### src/shared/sdr_cfg.svh
// constants for the reclocker output control block
`ifndef SDR_CFG_SVH
`define SDR_CFG_SVH

// register byte offsets, decoded on the low address bits
`define SDR_DEC_W        8
`define SDR_OFS_CTRL     8'h00
`define SDR_OFS_STATUS   8'h04
`define SDR_OFS_INT_STAT 8'h08
`define SDR_OFS_INT_MASK 8'h0c

// control register fields
`define SDR_CTRL_W       2
`define SDR_CTRL_MUTE    0
`define SDR_CTRL_BYPASS  1
`define SDR_CTRL_RST     2'h0

// interrupt fields
`define SDR_INT_W        3
`define SDR_INT_LOCK_UP  0
`define SDR_INT_LOCK_DN  1
`define SDR_INT_UNSUP    2
`define SDR_INT_RST      3'h0

// status padding above the used bits
`define SDR_STAT_PAD     23

// pin synchroniser: five control pins then four serial inputs
`define SDR_SYNC_N       9
`define SDR_PIN_N        5
`define SDR_SYNC_RST     9'h010

// ahb encodings
`define SDR_HTRANS_NSEQ  2'h2
`define SDR_HSIZE_WORD   3'h2
`define SDR_HRESP_OKAY   1'h0

// static level of a muted pair
`define SDR_MUTE_P       1'h0
`define SDR_MUTE_N       1'h1

`endif

### src/shared/sdr_pkg.sv
// types shared by the reclocker output control block
package sdr_pkg;

    // rate class reported by the clock recovery core
    typedef enum logic [2:0] {
        RATE_NONE     = 3'h0,
        RATE_270      = 3'h1,
        RATE_1483     = 3'h2,
        RATE_1485     = 3'h3,
        RATE_2967     = 3'h4,
        RATE_2970     = 3'h5,
        RATE_UNSUP    = 3'h6,
        RATE_HARMONIC = 3'h7
    } sdr_rate_t;

    // path mode, gray along auto -> retime -> forced
    typedef enum logic [1:0] {
        MODE_AUTO   = 2'h0,
        MODE_RETIME = 2'h1,
        MODE_FORCED = 2'h3
    } sdr_mode_t;

    // cleaned control pins, same layout as the sync vector low bits
    typedef struct packed {
        logic       silenceN;
        logic       bypassForce;
        logic       clockSelect;
        logic [1:0] inputSelect;
    } sdr_pins_t;

    // one differential output pair
    typedef struct packed {
        logic p;
        logic n;
    } sdr_diff_t;

    // only the five video rates may be retimed
    function automatic logic sdr_rate_ok(input sdr_rate_t r);
        return (r == RATE_270) || (r == RATE_1483) || (r == RATE_1485) ||
               (r == RATE_2967) || (r == RATE_2970);
    endfunction

endpackage

### src/sdr_bit_timer.sv
// bit interval timer: bit boundary strobe and centred recovered clock
`timescale 1ns/100ps
module sdr_bit_timer #(
    parameter int DIV = 4
) (
    input  wire logic ref_clk,
    input  wire logic rst_n,
    output logic      bitStrobe,
    output logic      midStrobe,
    output logic      recClk
);
    localparam int CW   = (DIV > 2) ? $clog2(DIV) : 1;
    localparam int HALF = DIV / 2;
    localparam logic [CW-1:0] LAST = CW'(DIV - 1);
    localparam logic [CW-1:0] MID  = CW'(HALF);

    // the centre needs an even split of the interval
    if (DIV < 2 || (DIV % 2) != 0) begin : g_chk
        $error("sdr_bit_timer: DIV must be even and at least 2");
    end

    logic [CW-1:0] cnt;

    // free running interval counter
    always_ff @(posedge ref_clk) begin
        if (!rst_n) begin
            cnt <= '0;
        end else if (cnt == LAST) begin
            cnt <= '0;
        end else begin
            cnt <= cnt + CW'(1);
        end
    end

    assign bitStrobe = (cnt == '0);
    assign midStrobe = (cnt == MID);

    // clock rises mid bit, falls on the boundary
    always_ff @(posedge ref_clk) begin
        if (!rst_n) begin
            recClk <= 1'h0;
        end else if (midStrobe) begin
            recClk <= 1'h1;
        end else if (bitStrobe) begin
            recClk <= 1'h0;
        end
    end
endmodule

### src/sdr_output_control.sv
// reclocker output control: input mux, retime/bypass, output routing, mute, ahb regs
//
// Implementation choices: the AHB-Lite register port and the register addresses.
`timescale 1ns/100ps
`include "sdr_cfg.svh"
module sdr_output_control #(
    parameter int BIT_DIV = 4
) (
    input  wire logic              ref_clk,
    input  wire logic              rst_n,
    input  wire logic [3:0]        serialInputs,
    input  wire logic              inputSelectBit0,
    input  wire logic              inputSelectBit1,
    input  wire logic              clockOutSelect,
    input  wire logic              outputSilence_n,
    input  wire logic              bypassForce,
    input  wire logic              cdrLocked,
    input  wire logic              signalPresent,
    input  sdr_pkg::sdr_rate_t     detectedRate,
    input  wire logic              hsel,
    input  wire logic [31:0]       haddr,
    input  wire logic [1:0]        htrans,
    input  wire logic              hwrite,
    input  wire logic [2:0]        hsize,
    input  wire logic [31:0]       hwdata,
    input  wire logic              hready,
    output logic                   hreadyout,
    output logic                   hresp,
    output logic [31:0]            hrdata,
    output sdr_pkg::sdr_diff_t     primarySerialOutput,
    output sdr_pkg::sdr_diff_t     secondarySerialOutput,
    output logic                   lockIndicator,
    output logic                   irq
);

    localparam int N = `SDR_SYNC_N;
    localparam logic [N-1:0] SYNC_RST = `SDR_SYNC_RST;
    localparam sdr_pkg::sdr_diff_t MUTED = '{p: `SDR_MUTE_P, n: `SDR_MUTE_N};

    // the sync vector is sized for exactly four serial inputs
    if (N != `SDR_PIN_N + 4) begin : g_chk
        $error("sdr_output_control: sync vector does not match pin count");
    end

    logic [N-1:0]               rawIn;
    logic [N-1:0]               cleanVec;
    sdr_pkg::sdr_pins_t         pins;
    logic [3:0]                 serClean;
    sdr_pkg::sdr_mode_t         mode;
    sdr_pkg::sdr_mode_t         next_mode;
    logic                       bypassActive;
    logic                       rateOk;
    logic                       bitStrobe;
    logic                       midStrobe;
    logic                       recClk;
    logic                       selBit;
    logic                       bypassBit;
    logic                       retimedBit;
    logic                       dataBit;
    logic                       muteAll;
    logic                       muteSec;
    logic [`SDR_CTRL_W-1:0]     ctrl;
    logic [`SDR_INT_W-1:0]      intStatus;
    logic [`SDR_INT_W-1:0]      intMask;
    logic [`SDR_INT_W-1:0]      evt;
    logic [`SDR_INT_W-1:0]      w1c;
    logic                       lockPrev;
    logic                       addrOk;
    logic                       wrPend;
    logic [`SDR_DEC_W-1:0]      wrAddr;
    logic [31:0]                statusWord;
    logic [31:0]                rdMux;

    // pins in sync order: select, clock select, bypass, silence, then serial data
    assign rawIn = {serialInputs, outputSilence_n, bypassForce,
                    clockOutSelect, inputSelectBit1, inputSelectBit0};

    // three stage pin synchroniser; a change counts once stages two and three agree
    for (genvar gi = 0; gi < N; gi++) begin : g_sync
        logic s1;
        logic s2;
        logic s3;
        logic q;
        always_ff @(posedge ref_clk) begin
            if (!rst_n) begin
                s1 <= SYNC_RST[gi];
                s2 <= SYNC_RST[gi];
                s3 <= SYNC_RST[gi];
                q  <= SYNC_RST[gi];
            end else begin
                s1 <= rawIn[gi];
                s2 <= s1;
                s3 <= s2;
                if (s2 == s3) begin
                    q <= s3;
                end
            end
        end
        assign cleanVec[gi] = q;
    end

    // reset values mirror the pad pulls: selects low, silence high
    assign pins     = sdr_pkg::sdr_pins_t'(cleanVec[`SDR_PIN_N-1:0]);
    assign serClean = cleanVec[N-1:`SDR_PIN_N];

    // harmonics and odd rates fall outside the retime set
    assign rateOk = sdr_pkg::sdr_rate_ok(detectedRate);

    // path mode choice; force wins over everything, lock needs data and a good rate
    always_comb begin
        if (pins.bypassForce || ctrl[`SDR_CTRL_BYPASS]) begin
            next_mode = sdr_pkg::MODE_FORCED;
        end else if (cdrLocked && signalPresent && rateOk) begin
            next_mode = sdr_pkg::MODE_RETIME;
        end else begin
            next_mode = sdr_pkg::MODE_AUTO;
        end
    end

    // mode register
    always_ff @(posedge ref_clk) begin
        if (!rst_n) begin
            mode <= sdr_pkg::MODE_AUTO;
        end else begin
            mode <= next_mode;
        end
    end

    // bypass and lock follow the mode; the spare code is treated as bypass
    always_comb begin
        unique case (mode)
            sdr_pkg::MODE_AUTO: begin
                bypassActive = 1'h1;
            end
            sdr_pkg::MODE_RETIME: begin
                bypassActive = 1'h0;
            end
            sdr_pkg::MODE_FORCED: begin
                bypassActive = 1'h1;
            end
            default: begin
                bypassActive = 1'h1;
            end
        endcase
    end

    assign lockIndicator = (mode == sdr_pkg::MODE_RETIME);

    // bit timing for retime and recovered clock
    sdr_bit_timer #(
        .DIV       (BIT_DIV)
    ) u_timer (
        .ref_clk   (ref_clk),
        .rst_n     (rst_n),
        .bitStrobe (bitStrobe),
        .midStrobe (midStrobe),
        .recClk    (recClk)
    );

    // only the selected input reaches either path
    assign selBit = serClean[pins.inputSelect];

    // bypass copies every cycle, retime samples on the bit boundary
    always_ff @(posedge ref_clk) begin
        if (!rst_n) begin
            bypassBit  <= 1'h0;
            retimedBit <= 1'h0;
        end else begin
            bypassBit <= selBit;
            if (bitStrobe) begin
                retimedBit <= selBit;
            end
        end
    end

    assign dataBit = bypassActive ? bypassBit : retimedBit;

    // mute terms; software mute adds to the pin, never overrides it
    assign muteAll = !pins.silenceN || ctrl[`SDR_CTRL_MUTE];
    assign muteSec = muteAll || (pins.clockSelect && bypassActive);

    // primary output pair, static when muted
    always_ff @(posedge ref_clk) begin
        if (!rst_n) begin
            primarySerialOutput <= MUTED;
        end else if (muteAll) begin
            primarySerialOutput <= MUTED;
        end else begin
            primarySerialOutput <= '{p: dataBit, n: !dataBit};
        end
    end

    // secondary output pair: clock or second data copy
    always_ff @(posedge ref_clk) begin
        if (!rst_n) begin
            secondarySerialOutput <= MUTED;
        end else if (muteSec) begin
            secondarySerialOutput <= MUTED;
        end else if (pins.clockSelect) begin
            secondarySerialOutput <= '{p: recClk, n: !recClk};
        end else begin
            secondarySerialOutput <= '{p: dataBit, n: !dataBit};
        end
    end

    // events: lock edges and an unsupported rate seen on the wire
    always_ff @(posedge ref_clk) begin
        if (!rst_n) begin
            lockPrev <= 1'h0;
        end else begin
            lockPrev <= lockIndicator;
        end
    end

    assign evt[`SDR_INT_LOCK_UP] = lockIndicator && !lockPrev;
    assign evt[`SDR_INT_LOCK_DN] = !lockIndicator && lockPrev;
    assign evt[`SDR_INT_UNSUP]   = (detectedRate == sdr_pkg::RATE_UNSUP) ||
                                   (detectedRate == sdr_pkg::RATE_HARMONIC);

    // ahb address phase: single word transfers only
    assign addrOk    = hsel && hready && (htrans == `SDR_HTRANS_NSEQ) && (hsize == `SDR_HSIZE_WORD);
    assign hreadyout = 1'h1; // zero wait states
    assign hresp     = `SDR_HRESP_OKAY;

    // capture a write for its data phase
    always_ff @(posedge ref_clk) begin
        if (!rst_n) begin
            wrPend <= 1'h0;
            wrAddr <= '0;
        end else begin
            wrPend <= addrOk && hwrite;
            if (addrOk && hwrite) begin
                wrAddr <= haddr[`SDR_DEC_W-1:0];
            end
        end
    end

    // one-to-clear strobe for the interrupt status register
    assign w1c = (wrPend && (wrAddr == `SDR_OFS_INT_STAT)) ? hwdata[`SDR_INT_W-1:0] : '0;

    // control and mask registers
    always_ff @(posedge ref_clk) begin
        if (!rst_n) begin
            ctrl    <= `SDR_CTRL_RST;
            intMask <= `SDR_INT_RST;
        end else if (wrPend) begin
            if (wrAddr == `SDR_OFS_CTRL) begin
                ctrl <= hwdata[`SDR_CTRL_W-1:0];
            end
            if (wrAddr == `SDR_OFS_INT_MASK) begin
                intMask <= hwdata[`SDR_INT_W-1:0];
            end
        end
    end

    // sticky status; a new event beats a clear in the same cycle
    always_ff @(posedge ref_clk) begin
        if (!rst_n) begin
            intStatus <= `SDR_INT_RST;
        end else begin
            intStatus <= (intStatus & ~w1c) | evt;
        end
    end

    assign irq = |(intStatus & intMask);

    // live status word
    assign statusWord = {{`SDR_STAT_PAD{1'h0}}, detectedRate, pins.inputSelect,
                         muteAll, pins.clockSelect, bypassActive, lockIndicator};

    // read mux; unmapped offsets read zero
    always_comb begin
        unique case (haddr[`SDR_DEC_W-1:0])
            `SDR_OFS_CTRL:     rdMux = 32'(ctrl);
            `SDR_OFS_STATUS:   rdMux = statusWord;
            `SDR_OFS_INT_STAT: rdMux = 32'(intStatus);
            `SDR_OFS_INT_MASK: rdMux = 32'(intMask);
            default:           rdMux = 32'h0;
        endcase
    end

    // read data registered in the address phase, valid through the data phase
    always_ff @(posedge ref_clk) begin
        if (!rst_n) begin
            hrdata <= 32'h0;
        end else if (addrOk && !hwrite) begin
            hrdata <= rdMux;
        end
    end
endmodule

### config.mk
export PLATFORM = sky130hd
export DESIGN_NAME = sdr_output_control
export DESIGN_NICKNAME = d
export VERILOG_FILES = /design/src/shared/sdr_pkg.sv /design/src/sdr_bit_timer.sv /design/src/sdr_output_control.sv
export VERILOG_INCLUDE_DIRS = /design/src /design/src/shared
export SDC_FILE = /design/constraint.sdc
export NUM_CORES = 1
export LEC_CHECK = 0
export BUFFER_PORTS_ARGS = -buffer_cell sky130_fd_sc_hd__buf_2
export CAP_MARGIN = 20
export CORE_ASPECT_RATIO = 1.5
export CORE_MARGIN = 3
export CORE_UTILIZATION = 45
export DETAILED_ROUTE_END_ITERATION = 8
export GPL_ROUTABILITY_DRIVEN = 0
export PLACE_DENSITY = 0.77
export SYNTH_ARGS = -nofsm -noshare
export SYNTH_HDL_FRONTEND = slang
export SYNTH_SLANG_ARGS = --single-unit
export TNS_END_PERCENT = 30
### constraint.sdc
create_clock -name ref_clk -period 3.2 [get_ports ref_clk]
set_clock_uncertainty 0.2 [all_clocks]
set_input_delay 0.32 -clock ref_clk [delete_from_list [all_inputs] [get_ports ref_clk]]
set_output_delay 0.32 -clock ref_clk [all_outputs]
set_load 0.03 [all_outputs]
After elaboration in Yosys (flattened, before gate mapping) --
Index checks and enable logic that the tools add are counted.
Cells by class: add/subtract/negate cells 1, $lt $le $gt $ge 1, eq/ne operators 26, mux-type cells 11, bitwise logic cells 5, reduce and logical (&&, ||, !) cells 35
Operator list (count):
- $pmux 9 s4 | 1
- $eq 8x4->1 const B | 4
- $logic_not 8->1 | 2
- $eq 3x3->1 const B | 4
- $logic_and 1x1->1 | 11
- $eq 1x1->1 | 9
- $eq 3x2->1 const B | 3
- $eq 8x3->1 const B | 1
- $logic_or 1x1->1 | 8
- $and 3x3->3 | 2
- $eq 2x2->1 const B | 3
- $logic_not 1->1 | 6
- $mux 1 | 6
- $reduce_or 2->1 | 3
- $mux 2 | 2
- $reduce_and 2->1 | 2
- $eq 3x1->1 const B | 1
- $lt 2x3->1 const B | 1
- $mux 3 | 1
- $not 3->3 | 1
- $or 3x3->3 | 1
- $reduce_or 3->1 | 1
- $add 2x1->2 const B | 1
- $bmux 1 s2 | 1
- 4 further kinds | 4
Word-level totals: register bits 97, bits of input ports 88, output and inout port bits 40, word-level logic and storage cells 131

Depth between registers and ports, before layout --
Gate-level depths: netlist (run 1).
word-level depth 8, mapped depth 5

By module --
Synthesis (run 1) repeated with hierarchy kept, for this count alone.
Second synthesis, totals: cell total of the unflattened synthesis 277, area total of the unflattened synthesis 2881.5 µm²
By module, submodules not included:
- sdr_output_control | times used 1, cells an instance 265, area each 2738.9 µm², seq. area each 1421.4 µm²
- sdr_bit_timer | times used 1, cells an instance 12, area each 142.6 µm², seq. area each 60.1 µm²

Worst setup path before layout (run 1) --
Ideal clock, no wire load.
path kind input port to flip-flop, from input port hsize[2], to register hrdata[3], library setup time 0.117 ns, arrival time 1.518 ns, required time 2.883 ns, slack 1.365 ns, cell stages on the path 5, cells stage by stage nand4bb_4 > or4_4 > and2_4 > buf_6 > a22o_1
Between the ends: cells in the longest elaborated chain, start to end 3
RTL lines:
- start, declared | line sdr_output_control.sv:24 | input wire logic [2:0] hsize,
- $eq 3x2->1 (no line)
- $logic_and 1x1->1 | line sdr_output_control.sv:221 | assign addrOk = hsel && hready && (htrans == `SDR_HTRANS_NSEQ) && (hsize == `SDR_HSIZE_WORD);
- $logic_and 1x1->1 | line sdr_output_control.sv:286 | end else if (addrOk && !hwrite) begin
- end signal, assigned | line sdr_output_control.sv:287 | hrdata <= rdMux;
- end, declared | line sdr_output_control.sv:29 | output logic [31:0] hrdata,
No other way between the ends. A chain may end at the register's enable or synchronous reset.

Final worst setup path (run 1) --
from register wrAddr[5], to register ctrl[1]
Between the ends: cells in the longest elaborated chain, start to end 2
RTL lines:
- start, declared | line sdr_output_control.sv:70 | logic [`SDR_DEC_W-1:0] wrAddr;
- start signal, assigned | line sdr_output_control.sv:233 | wrAddr <= haddr[`SDR_DEC_W-1:0];
- $logic_not 8->1 (no line)
- $reduce_and 2->1 (no line)
- end signal, assigned | line sdr_output_control.sv:244 | ctrl <= `SDR_CTRL_RST;
- end signal, assigned | line sdr_output_control.sv:248 | ctrl <= hwdata[`SDR_CTRL_W-1:0];
- end, declared | line sdr_output_control.sv:62 | logic [`SDR_CTRL_W-1:0] ctrl;
No other way between the ends.

==> metrics.txt, run 1 <==
Cells after Synth 273; Mean Syn Cell Area 10.5 um^2; CTS tree done; fill cell count 545; mux cell area share after synthesis 7.59%; Most used DFF post-synth dfxtp_1; Via density 4.75; number of buffers created by CTS 9; initial antenna violation count 0; Netlist cell types 44; post-route ant nets 0; xor and xnor area share after synthesis 0%; share of cells above drive strength 1 23.1%; io pins 128; CP required 3270 ps; DRC Markers 0; Via Count 1959; worst relative slew slack 60.0%; Worst-Margin Slew 600 ps; final setup fails 0; first-pass GRT wire length 7890 um; Synth Area in Adders 1.31%; RSZ-0062 raised after global routing no; Worst setup SP type register; WP data arrival 1940 ps; Die Span Y 104 um; clk_lat worst skew 340 ps; Max FO, Critical Path 4; Final nets 425; drt initial violations 106; largest family of logic cells by synthesized area simple AND/OR/NAND/NOR gates; Synth Area in Compound Gates 9.94%; max cap viols 0; final worst-path cycle share 58.5%; number of synthesized flops with an enable pin 0; ANT cells 0; Core Rows 35; Setup CP Type register to register; routed wire length 4760 um; Area growth syn-to-layout 18.1%; synthesis-stage register bit count 74; clk buf depth 2; peak supply drop 324 uV; IO buf count 49; die width 71.2 um; DIE AREA 7390 um^2; Global Route Usage Sum 13.9%; CP peak stage delay 570 ps; Core ar. 6170 um^2; vias in the first global route 1822; CTS Root Cell clkbuf_8; Yosys warning total 0; critical-path cell list or4b_4 -> nor3_1 -> nand3_1 -> o21ai_0; minimum clock period 1870 ps; share of the synthesized area in the top cell type 51.6%; clock sinks 74; Synth Area in Simple Gates 19.9%; worst path bufs/invs 0; Clock transition at path regs 70 ps; Post-CTS Setup Inserts 0; routed length per instance 11.6 um; DPL Wire Length 3500 um; Lkg Pwr 1.44 nW; share of flip-flops with an asynchronous set or reset 0%; setup_tns 0 ps; Top Family by Delay on Critical Path simple AND/OR/NAND/NOR gates; cell taking the most area after synthesis dfxtp_1; htree depth 3; post-synthesis sequential area ratio 51.6%; Hold WC Path Type input pin to register; iteration count of the initial detailed-routing pass 4; worst hold slack 26.8 ps; largest net degree at the start of global routing 45; Crit-path slowest cell or4b_4; Final Hold Vio Count 0; top cells by area, synth dfxtp_1 52%, buf_4 6.5%, and2_1 5.7%; starting density of the core 46.5%; highest clock rate 534 MHz; total grt overflow 0; status finished clean; post-synthesis cell area 2870 um^2; CP endpoint kind register; Max Transition Viols Final 0; pwr dens 523 nW/um^2
==> sequential cells by signal (all words and copies together) (netlist names) <==
signal,count
retimedBit,1
ctrl,2
lockPrev,1
bypassBit,1
hrdata,9
wrAddr,8
mode,2
g_sync.s1,9
intStatus,3
u_timer.recClk,1
g_sync.s3,9
u_timer.cnt,2
wrPend,1
primarySerialOutput,2
intMask,3
g_sync.q,9
secondarySerialOutput,2
g_sync.s2,9
==> cells by family (layout without fill, tap and decap cells) <==
| kind of cell | Yosys count | after routing |
|---|---|---|
| compound gates | 40 | 40 |
| fa+ha+maj | 3 | 3 |
| buf+inv | 44 | 86 |
| flops | 74 | 74 |
| mux | 18 | 18 |
| other cells | 2 | 25 |
| simple gates | 92 | 92 |
==> synthesized netlist by cell type, drive strengths merged, types with 2 or more instances <==
| cell | instances |
|---|---|
| o21ai | 12 |
| nand2 | 20 |
| and3b | 2 |
| inv | 8 |
| conb | 2 |
| mux4 | 3 |
| nor3 | 4 |
| nor2b | 14 |
| nand2b | 5 |
| nor2 | 2 |
| clkbuf | 8 |
| a21boi | 11 |
| dfxtp | 74 |
| or4 | 3 |
| buf | 28 |
| o21a | 2 |
| and2 | 27 |
| nor4 | 2 |
| a22o | 6 |
| nand3 | 6 |
| mux2i | 15 |
| ha | 3 |
==> layout make-up <==
cell class	instances	area [um^2]	share of cell area, %
flip-flops and latches	74	1480	43.7
multi-input cells	178	1210	35.8
repair buffers	63	380	11.2
clock buffers	10	138	4.06
well taps	74	92.6	2.73
clock inverters	5	55.1	1.62
inverters	8	30.0	0.886
==> placed cells by master, fill, tap and decap left out, drive strengths merged, types with 2 or more instances in the layout <==
cell / n
inv: 8
mux4: 3
nand3: 6
or4: 3
and3b: 2
clkinv: 2
mux2i: 15
conb: 25
o21a: 2
dfxtp: 74
a22o: 6
and2: 27
o21ai: 12
clkbuf: 10
ha: 3
buf: 51
clkinvlp: 2
dlygate4sd3: 12
nor2: 2
nand2: 20
nor2b: 14
nor3: 4
nor4: 2
a21boi: 11
nand2b: 5
==> worst paths after layout <==
kind,startpoint,to,slack [ps],cells after the start
worst max-delay path,wrAddr[5]$_SDFFE_PN0P_,ctrl[1]$_SDFFE_PN0P_,1330,4
worst min-delay path,detectedRate[1],hrdata[7]$_SDFFE_PN0P_,30,2
worst min register to register,g_sync[4].s1$_SDFF_PN1_,g_sync[4].s2$_SDFF_PN1_,220,1
worst max register to register,wrAddr[5]$_SDFFE_PN0P_,ctrl[1]$_SDFFE_PN0P_,1330,4
==> worst register-to-register path, stage by stage (launching register included) <==
cell     delay [ps]
dfxtp_1         310
or4b_4          570
nor3_1          480
nand3_1         140
o21ai_0         110
==> per-stage QoR <==
step	total power [mW]	utilization (%)	worst slack [ps]	std cells	area, um^2
finish	1.77	54.9	1330	412	3390
global placement	1.09	49.8	1170	385	3080
floorplan	1.08	-	1370	296	2960
detailed placement	1.09	49.8	1140	385	3080
global route	1.85	54.9	1210	412	3390
CTS	1.80	54.9	1310	412	3390
==> power by group <==
| part | switching, mW | total [mW] | internal, mW |
|---|---|---|---|
| clock | 0.314 | 0.688 | 0.374 |
| combinational | 0.0794 | 0.132 | 0.0528 |
| sequential | 0.00962 | 0.952 | 0.942 |
| total | 0.403 | 1.77 | 1.37 |
==> metal layers <==
layer / GRT usage (%) / part of all wire [%] / wire length (um)
met1: 15.0 / 39 / 1870
met4: 8.33 / 2.9 / 136
met2: 22.8 / 52 / 2450
met5: 0 / 0 / 0
met3: 4.66 / 6.3 / 301
==> timing repair <==
action,in CTS,in global routing
hold endpoints to repair,12,0
hold buffers,12,0
gates resized for setup,0,0
No activity file was read; power rests on OpenSTA's default activity.
==> run 2, diff against run 1 <==
ABC_AREA = 1   (was not set)
clock period = 1.9 ns   (was 3.2 ns; I/O delays follow)
==> metrics.txt, run 2 <==
IO buf count 49; PnR worst setup slack 155 ps; io pins 128; clock sinks 74; CTS tree done; Global Route Usage Sum 15.5%; Worst R2R Setup Slack 460 ps; most common cell in the netlist dfxtp_1; Cells after Synth 364; Final Hold Vio Count 0; CP required 1970 ps; Hold WC Path Type input pin to register; Area growth syn-to-layout 23.9%; die width 71.5 um; Worst R2R Path Depth 7; highest clock rate 573 MHz; CTS Root Cell clkbuf_8; pwr dens 895 nW/um^2; Via density 4.54; vias in the first global route 2247; Yosys warning total 0; total grt overflow 0; Core Rows 35; htree depth 3; RSZ-0062 raised after global routing no; share of flip-flops with an asynchronous set or reset 0%; Synth top cells by count 74 x dfxtp_1, 63 x nand2_1, 55 x inv_1, 37 x a21oi_1; synthesis-stage register bit count 74; number of buffers created by CTS 9; clk buf depth 2; Setup CP Type input pin to register; minimum clock period 1750 ps; Lkg Pwr 1.76 nW; first-pass GRT wire length 9110 um; post-synthesis cell area 2900 um^2; WP data arrival 1810 ps; Critical R2R Capture secondarySerialOutput[1]$_SDFF_PP0_; ANT cells 0; reg2reg start mode[0]$_SDFF_PN0_; starting density of the core 46.9%; Netlist cell types 29; peak supply drop 678 uV; Die Span Y 104 um; routed length per instance 10.5 um; max cap viols 0; post-synthesis sequential area ratio 51.1%; share of the synthesized area in the top cell type 51.1%; Final nets 532; top cells by area, synth dfxtp_1 51%, nand2_1 8.2%, inv_1 7.1%; worst setup path endpoint mode[0]$_SDFF_PN0_; number of synthesized flops with an enable pin 0; iteration count of the initial detailed-routing pass 4; DPL Wire Length 3880 um; share of cells above drive strength 1 18.4%; most frequent cells in the layout 74 x dfxtp_1, 63 x nand2_1, 55 x inv_1, 49 x buf_2, 37 x a21oi_1; clk_lat worst skew 340 ps; Post-CTS Setup Inserts 0; cell taking the most area after synthesis dfxtp_1; status finished clean; setup_tns 0 ps; CP endpoint kind register; leading cell type in the layout, fill and taps excluded dfxtp_1; Clock transition at path regs 80 ps; routed wire length 5460 um; initial antenna violation count 0; final worst-path cycle share 91.9%; Max Transition Viols Final 0; final setup fails 0; largest net degree at the start of global routing 48; Max FO, Critical Path 3; post-route ant nets 0; drt initial violations 101; Critical Path Start detectedRate[2]; Worst setup SP type input pin; Place WS 380 ps; Core ar. 6170 um^2; DIE AREA 7460 um^2; Most used DFF post-synth dfxtp_1; Mean Syn Cell Area 7.96 um^2; Via Count 2359; DRC Markers 0
[run 2: per-stage QoR]
stage               power, mW  cells  util, %  area [um^2]  hold WS [ps]
global route             3.36    520     58.2         3590          48.4
floorplan                1.84    387        -         2980          87.6
global placement         1.86    479     50.4         3110           170
detailed placement       1.87    479     50.4         3110           175
CTS                      3.25    520     58.2         3590          20.4
finish                   3.21    520     58.2         3590          31.7
[run 2: power by group]
group          internal [mW]  switching (mW)  leakage, nW  total [mW]
clock network          0.750           0.589        0.110        1.34
logic                 0.0992           0.165         1.05       0.264
registers               1.59          0.0191        0.603        1.61
total                   2.44           0.774         1.76        3.21
[run 2: cell families (layout without fill, tap and decap cells)]
kind of cell | after synthesis | after routing | synth area share (%)
compound gates | 71 | 71 | 12.8
fa+ha+maj | 3 | 3 | 1.30
buf+inv | 90 | 149 | 15.1
flops | 74 | 74 | 51.1
other cells | 2 | 25 | 0.259
simple gates | 124 | 124 | 19.4
[run 2: worst min path at each step]
stage | endpoint | cells after the start | startpoint | slack [ps]
finish | hrdata[6]$_SDFFE_PN0P_ | 4 | hwrite | 30
global route | hrdata[3]$_SDFFE_PN0P_ | 4 | hwrite | 50
CTS | hrdata[6]$_SDFFE_PN0P_ | 4 | hwrite | 20
detailed placement | g_sync[7].s1$_SDFF_PN0_ | 3 | serialInputs[2] | 170
global placement | g_sync[6].s1$_SDFF_PN0_ | 3 | serialInputs[1] | 170
floorplan | g_sync[0].s1$_SDFF_PN0_ | 2 | inputSelectBit0 | 90
[run 2: final cells by class]
cell class / count / area (um^2)
Sequential cell: 74 / 1480
Fill cell: 569 / 2580
Inverter: 57 / 214
Multi-Input combinational cell: 223 / 1070
Clock inverter: 7 / 103
Timing Repair Buffer: 76 / 510
Clock buffer: 9 / 124
Tap cell: 74 / 92.6
[run 2: routing by layer]
layer  track usage, %  vias to the layer above  share of wire [%]
met5                0                        -                  0
met4             9.54                        0                3.7
met3             5.03                       14                6.1
met2             28.1                       72                 53
met1             14.5                     1029                 38
li1                 -                     1244                  -
[run 2: repair_timing]
action,in CTS,in global routing
endpoints found under the setup margin,0,0
hold endpoints to repair,27,0
hold buffers,25,0
gates resized for setup,0,0
[run 2: critical path, cell delays in order]
cell and delay [ps]:
dlygate4sd3_1 550, buf_2 140, nand2_1 110, nand4_1 110
dlygate4sd3_1 590, o22ai_1 120
==> run 3, diff against run 2 <==
CORE_ASPECT_RATIO = 2   (was 1.5)
CORE_UTILIZATION = 42   (was 45)
PLACE_DENSITY = 0.75   (was 0.77)
clock period = 1.45 ns   (was 1.9 ns; I/O delays follow)
==> metrics.txt, run 3 (same netlist as run 2, synthesis figures left out) <==
CP peak stage delay 340 ps; Crit-path slowest cell nor3_4; die width 64.7 um; drt initial violations 163; worst hold slack 25.6 ps; leading cell type in the layout, fill and taps excluded dfxtp_1; routed wire length 6300 um; register area 1480 um^2; CP required 1510 ps; Place WS -27.3 ps; DRC Markers 0; Lkg Pwr 1.83 nW; status finished clean; vias in the first global route 2321; total grt overflow 0; clock sinks 74; ANT cells 0; Area growth syn-to-layout 30.4%; fill cell count 615; Core ar. 6670 um^2; Final nets 535; critical-path cell list nor2_4 -> nand3_4 -> nor3_4 -> o21ai_0 -> a21oi_1; CTS Root Cell clkbuf_16; first-pass GRT wire length 9870 um; Setup CP Type register to register; highest clock rate 710 MHz; post-route ant nets 0; clk buf depth 2; htree depth 3; clk_lat worst skew 330 ps; Pwr Total 4.80 mW; CTS tree done; WHS Path Cells 3; peak supply drop 805 uV; number of buffers created by CTS 9; Core Rows 42; DIE AREA 7990 um^2; setup_tns 0 ps; WP data arrival 1470 ps; share of cells above drive strength 1 19.6%; CP endpoint kind register; Final Hold Vio Count 0; Global Route Usage Sum 16.4%; Worst setup SP type register; Max Transition Viols Final 0; Via density 4.57; Clock transition at path regs 60 ps; final setup fails 0; Hold WC Path Type input pin to register; most frequent cells in the layout 73 x dfxtp_1, 62 x nand2_1, 55 x inv_1, 49 x buf_2, 37 x a21oi_1; Max FO, Critical Path 6; final worst-path cycle share 97.1%; largest net degree at the start of global routing 48; pwr dens 1270 nW/um^2; IO buf count 49; minimum clock period 1410 ps; initial antenna violation count 0; iteration count of the initial detailed-routing pass 4; Multi-input gate area 1110 um^2; DPL Wire Length 4330 um; starting density of the core 43.4%; io pins 128; Die Span Y 123 um; PnR worst setup slack 41.6 ps; Via Count 2452; Worst R2R Path Depth 5; max cap viols 0; routed length per instance 11.7 um
## run 3: changes by cell type in the layout (fill, tap and decap cells not counted), moves of 2 or more
cell / previous run / this run
o21ai_0: 27 / 21
buf_4: 2 / 4
clkbuf_8: 9 / 0
nand3_4: 0 / 2
nor2_4: 0 / 2
o21ai_1: 2 / 8
clkbuf_16: 0 / 9
clkinv_4: 3 / 1
## run 3: metrics by stage
stage / cells / util, % / area, um^2
after floorplan: 387 / - / 2990
after global placement: 495 / 47.4 / 3160
after detailed placement: 495 / 47.4 / 3160
after CTS: 536 / 56.1 / 3740
after global routing: 537 / 56.6 / 3780
final: 537 / 56.6 / 3780
## run 3: layout make-up
cell class | count | area share [%]
inverter | 57 | 5.66
timing repair buffer | 79 | 14.4
sequential | 74 | 39.2
multi-input combinational | 223 | 29.3
clock inverter | 6 | 2.38
clock buffer | 10 | 6.06
tap | 88 | 2.91
## run 3: final timing paths
kind	startpoint	end	slack [ps]
worst max-delay path	wrAddr[0]$_SDFFE_PN0P_	intMask[2]$_SDFFE_PN0P_	40
worst min-delay path	haddr[3]	wrAddr[3]$_SDFFE_PN0P_	30
worst max register to register	wrAddr[0]$_SDFFE_PN0P_	intMask[2]$_SDFFE_PN0P_	40
worst min register to register	g_sync[6].s1$_SDFF_PN0_	g_sync[6].s2$_SDFF_PN0_	200
## run 3: timing repair
action | 4_1_cts | 5_1_grt
endpoints found under the setup margin | 2 | 11
hold endpoints to repair | 29 | 0
hold buffers | 25 | 0
buffers inserted | 0 | 1
resized for setup | 4 | 10
pin swaps | 1 | 1
## run 3: layer usage
metal | part of all wire, % | track usage, % | up-vias
li1 | - | - | 1250
met1 | 35 | 14.2 | 1093
met2 | 56 | 31.3 | 90
met3 | 4.7 | 3.64 | 19
met4 | 4.6 | 12.3 | 0
met5 | 0 | 0 | -
## run 3: critical path, delay by kind of cell (launching register included)
family | cells | cell delay [ps]
AOI/OAI and AO/OA | 2 | 240
DFF | 1 | 330
and+or+nand+nor | 3 | 560
## run 3: where the power goes
group / total, mW / internal [mW] / switching [mW]
Sequential: 2.11 / 2.09 / 0.0261
Clock: 2.32 / 1.51 / 0.813
Combinational: 0.366 / 0.138 / 0.228
Total: 4.80 / 3.74 / 1.07
